### src/bfg_pkg.sv
// Constants, types and register map of the boot section flash guard
//
// Overview of operation
// - Store requests executing from the application region are ignored
// - Boot region code may target any page, boot region included
// - Concurrent region programming keeps core running, halting region readable
// - Halting region programming stalls core; nothing readable until done
// - Busy flag reads one while concurrent region is blocked for reading
// - Boot region always lies wholly inside the halting region
// - Stall decided by region of page programmed, not fetch region
// - Boot size fuses set region sizes; each region has own lock field
// - Lock bits only get programmed; chip erase and reset alone clear them
// - General write and read/write lock levels do not gate stores/loads
// - Lock bits are inverted: one unprogrammed, zero programmed
// - Application lock mode 1 leaves application accesses unrestricted
// - Application lock modes 2 and 3 block stores into application
// - Application modes 3 and 4 block boot-code loads of application
// - Application modes 3,4 with boot vectors mute interrupts in application
// - Boot lock mode 1 leaves boot region accesses unrestricted
// - Boot lock modes 2 and 3 block stores into boot region
// - Boot modes 3 and 4 block application-code loads of boot region
// - Boot modes 3,4 with application vectors mute interrupts in boot
// - Busy flag clears on read-enable write when idle, or buffer load
package bfg_pkg;

  // Flash word address: 16K bytes as 8K words
  localparam int unsigned ADDR_W = 13;

  // Fixed start of the halting region (word address)
  localparam logic [12:0] HALT_START = 13'h1c00;

  // Boot region start per boot size fuse code, all inside halting region
  localparam logic [12:0] BOOT_START_0 = 13'h1c00;
  localparam logic [12:0] BOOT_START_1 = 13'h1e00;
  localparam logic [12:0] BOOT_START_2 = 13'h1f00;
  localparam logic [12:0] BOOT_START_3 = 13'h1f80;

  // Register byte offsets on the bus
  localparam logic [3:0] REG_STATUS = 4'h0;
  localparam logic [3:0] REG_LOCK   = 4'h4;
  localparam logic [3:0] REG_CONFIG = 4'h8;

  // Status register fields
  localparam int unsigned ST_BUSY_BIT  = 0;
  localparam int unsigned ST_CONC_BIT  = 1;
  localparam int unsigned ST_STALL_BIT = 2;
  localparam int unsigned ST_RDEN_BIT  = 4;

  // Lock register fields (two bits each)
  localparam int unsigned LK_APP_LSB  = 0;
  localparam int unsigned LK_BOOT_LSB = 2;

  // Config register fields
  localparam int unsigned CF_VEC_BIT  = 0;
  localparam int unsigned CF_FUSE_LSB = 4;

  // Reset values: locks unprogrammed, vectors in application region
  localparam logic [1:0] LOCK_UNPROG = 2'h3;
  localparam logic       VEC_RESET   = 1'h0;

  // Kind of store-program request issued by the core
  typedef enum logic [1:0] {
    ST_BUF_LOAD   = 2'b00,
    ST_PAGE_ERASE = 2'b01,
    ST_PAGE_WRITE = 2'b10,
    ST_LOCK_SET   = 2'b11
  } bfg_store_kind_t;

  // Programming sequencer
  typedef enum logic [1:0] {
    PS_IDLE = 2'b00,
    PS_CONC = 2'b01,
    PS_HALT = 2'b10
  } bfg_prog_state_t;

  // Two-bit lock field: high bit and low bit
  typedef struct packed {
    logic high;
    logic low;
  } bfg_lock_t;

  // Store request from the core
  typedef struct packed {
    logic            valid;
    bfg_store_kind_t kind;
    logic [12:0]     addr;
    logic [3:0]      lock_data;
  } bfg_store_req_t;

endpackage

### src/bfg_guard.sv
// Boot section flash guard: store/load arbitration, locks and bus slave
`timescale 1ns/1ns
module bfg_guard
  import bfg_pkg::*;
(
  // Clock and synchronous reset
  input  wire logic           clock,
  input  wire logic           rst_n,
  // Avalon-MM slave
  input  wire logic [3:0]     address,
  input  wire logic           read,
  input  wire logic           write,
  input  wire logic [31:0]    writedata,
  input  wire logic [3:0]     byteenable,
  output logic      [31:0]    readdata,
  output logic                waitrequest,
  // Core execution unit (same clock)
  input  wire logic [12:0]    exec_addr,
  input  wire bfg_store_req_t store_req,
  output logic                store_grant,
  input  wire logic           load_req,
  input  wire logic [12:0]    load_addr,
  output logic                load_grant,
  input  wire logic [12:0]    fetch_addr,
  output logic                fetch_allow,
  output logic                core_stall,
  output logic                irq_suppress,
  // Flash array control (same clock)
  output logic                prog_start,
  output bfg_store_kind_t     prog_kind,
  output logic [12:0]         prog_addr,
  input  wire logic           prog_done,
  // Fuse and external programming pins (asynchronous)
  input  wire logic [1:0]     boot_size_fuses,
  input  wire logic           chip_erase,
  input  wire logic           lock_pgm_strobe,
  input  wire logic [3:0]     lock_pgm_data
);

  // All state of the block
  typedef struct packed {
    bfg_prog_state_t ps;
    logic            busy;
    bfg_lock_t       app_lock;
    bfg_lock_t       boot_lock;
    logic            vec_boot;
    logic            ack;
    logic [31:0]     rdata;
    logic            start;
    bfg_store_kind_t kind;
    logic [12:0]     paddr;
    logic [1:0]      fuse_s1;
    logic [1:0]      fuse_s2;
    logic [1:0]      erase_s;
    logic            erase_s3;
    logic [1:0]      lstb_s;
    logic            lstb_s3;
    logic [3:0]      ldat_s1;
    logic [3:0]      ldat_s2;
  } bfg_state_t;

  bfg_state_t s_q;
  bfg_state_t s_d;

  logic [12:0] boot_start;
  logic        exec_boot;
  logic        tgt_boot;
  logic        tgt_conc;
  logic        ld_boot;
  logic        ld_conc;
  logic        fetch_conc;
  logic        store_ok;
  logic        load_ok;
  logic        bus_req;
  logic        wr_take;
  logic        erase_pulse;
  logic        lpgm_pulse;
  logic [3:0]  sw_lock_new;

  // Boot region start from the synchronised fuses; every choice sits at or
  // above the halting region start so the boot region stays inside it
  always_comb begin
    case (s_q.fuse_s2)
      2'b00:   boot_start = BOOT_START_0;
      2'b01:   boot_start = BOOT_START_1;
      2'b10:   boot_start = BOOT_START_2;
      2'b11:   boot_start = BOOT_START_3;
      default: boot_start = BOOT_START_0;
    endcase
  end

  // Region decode of executing code, store target, load target and fetch
  assign exec_boot  = exec_addr >= boot_start;
  assign tgt_boot   = store_req.addr >= boot_start;
  assign tgt_conc   = store_req.addr < HALT_START;
  assign ld_boot    = load_addr >= boot_start;
  assign ld_conc    = load_addr < HALT_START;
  assign fetch_conc = fetch_addr < HALT_START;

  // Store judgement. General lock levels have no input here at all, so
  // they cannot gate stores or loads. A low lock bit of zero (modes 2, 3)
  // blocks page erase and write into that region.
  always_comb begin
    store_ok = 1'b0;
    if (store_req.valid && exec_boot && s_q.ps == PS_IDLE) begin
      case (store_req.kind)
        ST_BUF_LOAD:   store_ok = 1'b1;
        ST_LOCK_SET:   store_ok = 1'b1;
        ST_PAGE_ERASE,
        ST_PAGE_WRITE: begin
          // Boot code may reach any page, boot pages too
          if (tgt_boot) begin
            store_ok = s_q.boot_lock.low;
          end else begin
            store_ok = s_q.app_lock.low;
          end
        end
        default:       store_ok = 1'b0;
      endcase
    end
  end

  // Load judgement: cross-region loads blocked when the high bit is zero
  // (modes 3, 4); nothing readable during halting-region programming and
  // no concurrent-region read while the busy flag stands
  always_comb begin
    load_ok = 1'b1;
    if (s_q.ps == PS_HALT) begin
      load_ok = 1'b0;
    end else if (s_q.busy && ld_conc) begin
      load_ok = 1'b0;
    end else if (exec_boot && !ld_boot && !s_q.app_lock.high) begin
      load_ok = 1'b0;
    end else if (!exec_boot && ld_boot && !s_q.boot_lock.high) begin
      load_ok = 1'b0;
    end
  end

  // Grants are pure combinational answers; a refused request changes no
  // state, which keeps the core's retry semantics simple
  assign store_grant = store_ok;
  assign load_grant  = load_req && load_ok;

  // Fetch is allowed from the halting region during concurrent programming
  assign fetch_allow = (s_q.ps != PS_HALT) &&
                       !(s_q.busy && fetch_conc);
  assign core_stall  = s_q.ps == PS_HALT;

  // Interrupts muted when the vectors sit in the other region and the lock of
  // the region where the core now executes forbids loads of it from there
  assign irq_suppress =
    (!s_q.app_lock.high && s_q.vec_boot && !exec_boot) ||
    (!s_q.boot_lock.high && !s_q.vec_boot && exec_boot);

  // Flash array command comes straight from registers
  assign prog_start = s_q.start;
  assign prog_kind  = s_q.kind;
  assign prog_addr  = s_q.paddr;

  // Bus slave: one wait cycle for every access, answer on the second
  assign bus_req     = read || write;
  assign waitrequest = bus_req && !s_q.ack;
  assign wr_take     = write && s_q.ack;
  assign readdata    = s_q.rdata;

  // Synchronised edge pulses from the external programming pins
  assign erase_pulse = s_q.erase_s[1] && !s_q.erase_s3;
  assign lpgm_pulse  = s_q.lstb_s[1] && !s_q.lstb_s3;

  // Software lock writes can only program bits: ones never come back
  assign sw_lock_new = writedata[3:0] &
                       {s_q.boot_lock, s_q.app_lock};

  // Next-state logic for the whole block
  always_comb begin
    s_d       = s_q;
    s_d.start = 1'b0;

    // Two flip-flop synchronisers; the second stage is read, and the erase and strobe pins also feed a third stage for edges
    s_d.fuse_s1  = boot_size_fuses;
    s_d.fuse_s2  = s_q.fuse_s1;
    s_d.erase_s  = {s_q.erase_s[0], chip_erase};
    s_d.erase_s3 = s_q.erase_s[1];
    s_d.lstb_s   = {s_q.lstb_s[0], lock_pgm_strobe};
    s_d.lstb_s3  = s_q.lstb_s[1];
    s_d.ldat_s1  = lock_pgm_data;
    s_d.ldat_s2  = s_q.ldat_s1;

    // Bus answer: ack one cycle after the request, then drop
    s_d.ack = bus_req && !s_q.ack;
    if (bus_req && !s_q.ack) begin
      s_d.rdata = 32'h0000_0000;
      case (address)
        REG_STATUS: begin
          s_d.rdata[ST_BUSY_BIT]  = s_q.busy;
          s_d.rdata[ST_CONC_BIT]  = s_q.ps == PS_CONC;
          s_d.rdata[ST_STALL_BIT] = s_q.ps == PS_HALT;
        end
        REG_LOCK: begin
          s_d.rdata[LK_APP_LSB+:2]  = s_q.app_lock;
          s_d.rdata[LK_BOOT_LSB+:2] = s_q.boot_lock;
        end
        REG_CONFIG: begin
          s_d.rdata[CF_VEC_BIT]    = s_q.vec_boot;
          s_d.rdata[CF_FUSE_LSB+:2] = s_q.fuse_s2;
        end
        default: s_d.rdata = 32'h0000_0000;
      endcase
    end

    // Software writes, taken at the edge where waitrequest is low
    if (wr_take && byteenable[0]) begin
      case (address)
        REG_STATUS: begin
          // Read-enable only clears the flag once programming is over
          if (writedata[ST_RDEN_BIT] && s_q.ps == PS_IDLE) begin
            s_d.busy = 1'b0;
          end
        end
        REG_LOCK: begin
          {s_d.boot_lock, s_d.app_lock} = sw_lock_new;
        end
        REG_CONFIG: s_d.vec_boot = writedata[CF_VEC_BIT];
        default: s_d.vec_boot = s_q.vec_boot;
      endcase
    end

    // Serial or parallel programming mode may also only program bits
    if (lpgm_pulse) begin
      {s_d.boot_lock, s_d.app_lock} =
        {s_d.boot_lock, s_d.app_lock} & s_q.ldat_s2;
    end

    // Granted store requests
    if (store_ok) begin
      case (store_req.kind)
        ST_BUF_LOAD: begin
          s_d.busy  = 1'b0;
          s_d.start = 1'b1;
          s_d.kind  = store_req.kind;
          s_d.paddr = store_req.addr;
        end
        ST_LOCK_SET: begin
          {s_d.boot_lock, s_d.app_lock} =
            {s_d.boot_lock, s_d.app_lock} & store_req.lock_data;
        end
        default: begin
          s_d.start = 1'b1;
          s_d.kind  = store_req.kind;
          s_d.paddr = store_req.addr;
        end
      endcase
    end

    // Chip erase and reset are the only ways to return locks to unprogrammed
    if (erase_pulse) begin
      s_d.app_lock  = LOCK_UNPROG;
      s_d.boot_lock = LOCK_UNPROG;
    end

    // Programming sequencer: the page's region picks stall or not
    case (s_q.ps)
      PS_IDLE: begin
        if (store_ok && (store_req.kind == ST_PAGE_ERASE ||
                         store_req.kind == ST_PAGE_WRITE)) begin
          if (tgt_conc) begin
            s_d.ps   = PS_CONC;
            s_d.busy = 1'b1;
          end else begin
            s_d.ps = PS_HALT;
          end
        end
      end
      PS_CONC: begin
        // Busy flag stays set after completion until software clears it
        if (prog_done) begin
          s_d.ps = PS_IDLE;
        end
      end
      PS_HALT: begin
        if (prog_done) begin
          s_d.ps = PS_IDLE;
        end
      end
      default: s_d.ps = PS_IDLE;
    endcase
  end

  // State register; locks are held in nonvolatile cells in silicon, here
  // they reset to unprogrammed so simulation starts from a known point
  always_ff @(posedge clock) begin
    if (!rst_n) begin
      s_q           <= '0;
      s_q.ps        <= PS_IDLE;
      s_q.app_lock  <= LOCK_UNPROG;
      s_q.boot_lock <= LOCK_UNPROG;
      s_q.vec_boot  <= VEC_RESET;
    end else begin
      s_q <= s_d;
    end
  end

endmodule

### config.mk
export PLATFORM = sky130hd
export DESIGN_NAME = bfg_guard
export DESIGN_NICKNAME = d
export VERILOG_FILES = /design/src/bfg_pkg.sv /design/src/bfg_guard.sv
export SDC_FILE = /design/constraint.sdc
export NUM_CORES = 1
export LEC_CHECK = 0
export BUFFER_PORTS_ARGS = -buffer_cell sky130_fd_sc_hd__buf_2
export CORE_MARGIN = 2
export CORE_UTILIZATION = 43
export CTS_CLUSTER_SIZE = 30
export DETAILED_ROUTE_END_ITERATION = 12
export PLACE_DENSITY = 0.83
export SYNTH_ARGS = -nofsm -noshare
export SYNTH_HDL_FRONTEND = slang
export SYNTH_SLANG_ARGS = --single-unit
export TNS_END_PERCENT = 30
### constraint.sdc
create_clock -name clock -period 3.17 [get_ports clock]
set_input_delay 0.634 -clock clock [delete_from_list [all_inputs] [get_ports clock]]
set_output_delay 0.634 -clock clock [all_outputs]
set_load 0.1 [all_outputs]
Yosys cells after proc, flatten, opt, wreduce, memory -nomap -nowiden
Cells that the tools add are included.
Widths: inputs -> output; s select.
- reductions and logical operators: 45
- magnitude comparators: 6
- eq/ne operators: 13
- muxes and demuxes: 28
- bitwise gates (word level): 5
- operator list (operator ; number):
    $pmux 13 s4 ; 1
    $ge 13x13->1 ; 3
    $lt 13x13->1 const B ; 3
    $logic_and 1x1->1 ; 21
    $mux 16 ; 1
    $mux 1 ; 13
    $and 4x4->4 ; 3
    $mux 4 ; 3
    $eq 2x2->1 const B ; 5
    $logic_not 1->1 ; 9
    $pmux 2 s2 ; 2
    $reduce_and 2->1 ; 4
    $reduce_or 2->1 ; 4
    $eq 2x1->1 const B ; 3
    $logic_not 2->1 ; 3
    $mux 2 ; 3
    $mux 6 ; 1
    $mux 5 ; 1
    $eq 4x3->1 const B ; 1
    $eq 4x4->1 const B ; 1
    $logic_not 4->1 ; 1
    $ne 2x1->1 const B ; 2
    $logic_or 1x1->1 ; 3
    $mux 3 ; 1
    other kinds (4) ; 5
- register bits: 49
- output and inout port bits: 54
- input port bits: 113
- logic and storage cells: 117

Longest topological paths before layout
- word-level depth: 13
- depth in mapped cells: 10
- mapped depth without buffers: 8

Worst setup path before layout
Ideal clock, no wire load.
- path type: input to output
- from: in load_addr[7]
- to: out load_grant
- stages: 8
- arrival: 4.259 ns
- path slack: -1.723 ns
- buffers on the path: 0
- path through: inv_1 > ha_1 > or4b_1 > o21ai_1 > a211oi_1 > nor3_1 > mux2_2 > nor3b_1
- word-level cells in the longest chain between the ends: 8
- elaborated cells between the ends (all ways): 13
- ends and longest elaborated chain (what ; line ; source):
    from (decl) ; bfg_guard.sv:22 ; input wire logic [12:0] load_addr,
    $ge 13x13->1 ; bfg_guard.sv:96 ; assign ld_boot = load_addr >= boot_start;
    $logic_and 1x1->1 / $logic_not 1->1 (equally long branches) ; bfg_guard.sv:134, bfg_guard.sv:132 ;
    $logic_and 1x1->1 (on tied branches) ; bfg_guard.sv:134, bfg_guard.sv:132 ;
    $mux 1 / $logic_and 1x1->1 (equally long branches) ; bfg_guard.sv:134, bfg_guard.sv:132 ;
    $mux 1 ; bfg_guard.sv:132 ; end else if (exec_boot && !ld_boot && !s_q.app_lock.high) begin
    $mux 1 (*) ; bfg_guard.sv:130 ; end else if (s_q.busy && ld_conc) begin
    $mux 1 (*) ; bfg_guard.sv:128 ; if (s_q.ps == PS_HALT) begin
    $logic_and 1x1->1 (*) ; bfg_guard.sv:142 ; assign load_grant = load_req && load_ok;
    to (decl) ; bfg_guard.sv:23 ; output logic load_grant,
Mark *: on every way between the ends. The rest lies on a longest branch, timed or not.

Worst setup path after layout
- from: reg s_q[14] (netlist name)
- to: out load_grant
- word-level cells in the longest chain between the ends: 11
- elaborated cells between the ends (all ways): 18
- ends and longest elaborated chain (what ; line ; source):
    from (decl) ; bfg_guard.sv:62 ; bfg_state_t s_q;
    $eq 2x2->1, or another cell as far along ; bfg_guard.sv:83 ; case (s_q.fuse_s2)
    $pmux 13 s4 (*) ; bfg_guard.sv:83 ;
    $ge 13x13->1 ; bfg_guard.sv:93 ; assign exec_boot = exec_addr >= boot_start;
    $logic_not 1->1 ; bfg_guard.sv:134 ; end else if (!exec_boot && ld_boot && !s_q.boot_lock.high) begin
    $logic_and 1x1->1 (2 in a row) ; bfg_guard.sv:134 ;
    $mux 1 ; bfg_guard.sv:134 ;
    $mux 1 (*) ; bfg_guard.sv:132 ;
    $mux 1 (*) ; bfg_guard.sv:130 ;
    $mux 1 (*) ; bfg_guard.sv:128 ;
    $logic_and 1x1->1 (*) ; bfg_guard.sv:142 ;
Mark *: on every way between the ends. The rest lies on a longest branch, timed or not. The select of a mux whose other input is x is not followed.

==> results.json <==
{
  "wire_per_inst_um": 12.8,
  "die_h_um": 83.8,
  "tns_ns": -0.137,
  "grt_max_degree": 66,
  "cp_cell_sequence": "nor2_1, ha_4, nor4bb_1, and4b_1, o31a_1, a22o_1, mux2_4, nor3b_4, buf_12",
  "crit_required_ns": 2.54,
  "power.internal_mw": 0.892,
  "clockBufferDepth": 2,
  "crit_buf_inv": 1,
  "hold_viol_final": 0,
  "routabilityCongestion": 0.787,
  "ios": 167,
  "clkTransAtPathRegs_ns": 0.09,
  "crit_path_end": "load_grant",
  "synth.area.top_cells": "dfxtp_1, buf_4, ha_1",
  "switching_share_pct": 36.6,
  "cts_buffers": 5,
  "endpoint_kind": "output port",
  "topRoutingLayerUsed": "met4",
  "num_vias": 2259,
  "rr_worst_depth": 10,
  "report.final.slew_viol_count": 0,
  "yosysMostFrequentCell": "dfxtp_1",
  "antenna_found_initial": 0,
  "fin_hold_ws_ns": 0.440,
  "max-vdd-ir-drop_mv": 0.240,
  "arrival_ns": 2.67,
  "cts_root_buf": "clkbuf_8",
  "postSynthAreaPerCell_um2": 9.02,
  "setup_viol": 1,
  "rr_startpoint": "s_q[14]",
  "row_count": 29,
  "routed_wirelength_um": 5960,
  "rsz0062_at_grt": "yes",
  "fin_util_pct": 52.8,
  "grt_pass1_vias": 2024,
  "skew_ns": 0.00360,
  "ys_async_sr_fraction_pct": 0,
  "netlist_top_cells_count": "dfxtp_1, buf_4, nand2_1",
  "dpl_cell_area_um2": 3170,
  "synth_edf_count": 0,
  "leakage_nw": 1.57,
  "power_frac_clock_pct": 27.2,
  "fin_ws_ns": -0.137,
  "avgViaCountPerCell": 4.85,
  "track_usage_pct": 16.3,
  "status": "complete, but fails checks",
  "syn-instance-count": 304,
  "fmax_mhz": 302,
  "final_cells": 466,
  "cp.depth": 9,
  "violations": "negative setup slack",
  "grt_overflow_total": 0,
  "p_total_mw": 1.41,
  "drtAntennaViolNets": 0,
  "synth_warnings": 0,
  "met1_length_um": 2610,
  "met2_length_um": 2930,
  "design_area_um2": 3300,
  "die-area_um2": 7030,
  "maxSlewHeadroom_pct": 44.1,
  "p_per_area_nw_per_um2": 427,
  "insertion_delay_ns": 0.30,
  "synth_flop_cell": "dfxtp_1",
  "dp_hpwl_um": 4750,
  "period_share_pct": 104,
  "fp.dieW_um": 83.8,
  "reg2reg_setup_slack_ns": 0.57,
  "criticalPathCategory": "flop to output port",
  "startpoint_type": "flop",
  "start_util_pct": 43.9,
  "portBuffers": 100,
  "drive_gt1_share_pct": 34.4,
  "post-route-drc-count": 0,
  "cts.sinks": 49,
  "crit_start": "s_q[14]",
  "synth.distinct_cells": 50,
  "cp_slowest_cell": "dfxtp_2",
  "n_antenna_cell": 0,
  "worstMarginPinSlew_ns": 0.827,
  "synthToLayoutAreaGrowth_pct": 20.2,
  "worst_path_largest_cell_delay_ns": 0.35,
  "reg2reg_to": "prog_addr[11]",
  "synth.cell_area_um2": 2740,
  "drt-initial-drc-count": 93,
  "nNetsFinal": 515,
  "htreeDepth": 2,
  "grt_pass1_wl_um": 9220,
  "p_comb_share_pct": 26.9,
  "core_um2": 6240,
  "maxCapViolCount": 0,
  "crit_family": "simple AND/OR/NAND/NOR gates",
  "hp-class": "flop to flop",
  "cts_tree": "yes",
  "sequentialPowerShare_pct": 45.9,
  "dpl_worst_slack_ns": -0.128,
  "synth_top_area_share_pct": 35.8,
  "synth_top_cell_by_area": "dfxtp_1",
  "power.net_switching_mw": 0.516,
  "fin_crit_ns": 3.31,
  "dpl.cell_count": 456,
  "ys_ff_latch": 49,
  "crit_fanout": 4,
  "ys_seq_area_share_pct": 35.8,
  "drtPass1Iterations": 4,
  "met3WireLength_um": 341
}
-- worst reg2reg max path: stages, from the launching register on --
cell and delay [ns]:
dfxtp_2 0.35, nor2_1 0.22, ha_4 0.17, nor4bb_1 0.26, and4b_1 0.27, buf_4 0.12, o311ai_2 0.13, nor4_4 0.33
and2b_1 0.18, buf_4 0.27, mux2i_1 0.23
-- how the worst min path moves through the flow --
| stage | from | endpoint | slack (ns) | cells after the start |
|---|---|---|---|---|
| detailed placement | s_d[10] | s_d[8] | 0.42 | 1 |
| global placement | s_d[13] | s_d[11] | 0.41 | 1 |
| CTS | s_d[10] | s_d[8] | 0.44 | 1 |
| finish | s_d[10] | s_d[8] | 0.44 | 1 |
| floorplan | s_d[13] | s_d[11] | 0.41 | 1 |
| global route | s_d[10] | s_d[8] | 0.45 | 1 |
-- flip-flops by register name (all words and copies together), names as in the netlist --
register	count
s_q	17
prog_addr	13
prog_kind	2
s_d	10
readdata	6
prog_start	1
-- what timing repair did --
action	CTS	global route
resized for setup	3	4
buffers inserted	2	0
hold buffers	0	0
pin swaps	5	3
setup endpoints to repair	2	2
-- routing by layer --
metal / vias to the layer above / GRT usage (%)
met3: 4 / 3.36
met1: 1025 / 19.7
met4: 0 / 5.28
li1: 1149 / -
met2: 81 / 28.9
met5: - / 0
-- power by group through the flow --
stage | clock (mW) | sequential (mW) | combinational [mW]
floorplan | 0 | 0.658 | 0.323
global placement | 0 | 0.660 | 0.370
detailed placement | 0 | 0.661 | 0.375
CTS | 0.401 | 0.646 | 0.378
global route | 0.425 | 0.649 | 0.402
finish | 0.383 | 0.646 | 0.379
-- cell usage in the layout, fill, tap and decap left out, types with 5 or more instances in the layout --
| cell type | netlist | final |
|---|---|---|
| mux2i_1 | 17 | 17 |
| clkbuf_8 | 0 | 5 |
| inv_1 | 11 | 9 |
| nand2_1 | 34 | 34 |
| and3_1 | 6 | 6 |
| nand4_1 | 7 | 7 |
| and2_1 | 23 | 22 |
| buf_2 | 0 | 97 |
| buf_4 | 47 | 9 |
| conb_1 | 1 | 26 |
| ha_1 | 14 | 12 |
| dfxtp_1 | 49 | 47 |
| o221ai_1 | 5 | 5 |
| nor2_1 | 10 | 10 |
| nand3_1 | 10 | 10 |
-- final cells by class --
| class | count | area (µm²) |
|---|---|---|
| inverters | 12 | 52.6 |
| well taps | 77 | 96.3 |
| repair buffers | 109 | 613 |
| fillers | 592 | 2950 |
| flip-flops and latches | 49 | 983 |
| clock buffers | 5 | 68.8 |
| multi-input cells | 211 | 1460 |
| clock inverters | 3 | 25.0 |
-- cell families (layout without fill, tap and decap cells) --
| family | Yosys count | in the layout | share of synthesized area [%] |
|---|---|---|---|
| adder cells (fa/ha/maj) | 14 | 14 | 6.39 |
| multiplexers | 19 | 19 | 7.03 |
| AO/OA/AOI/OAI | 33 | 33 | 9.72 |
| AND/OR/NAND/NOR | 119 | 119 | 24.4 |
| buffers and inverters | 69 | 129 | 16.6 |
| other | 1 | 26 | 0.137 |
| flip-flops | 49 | 49 | 35.8 |
Note: power is estimated with default switching activity, not from simulation.
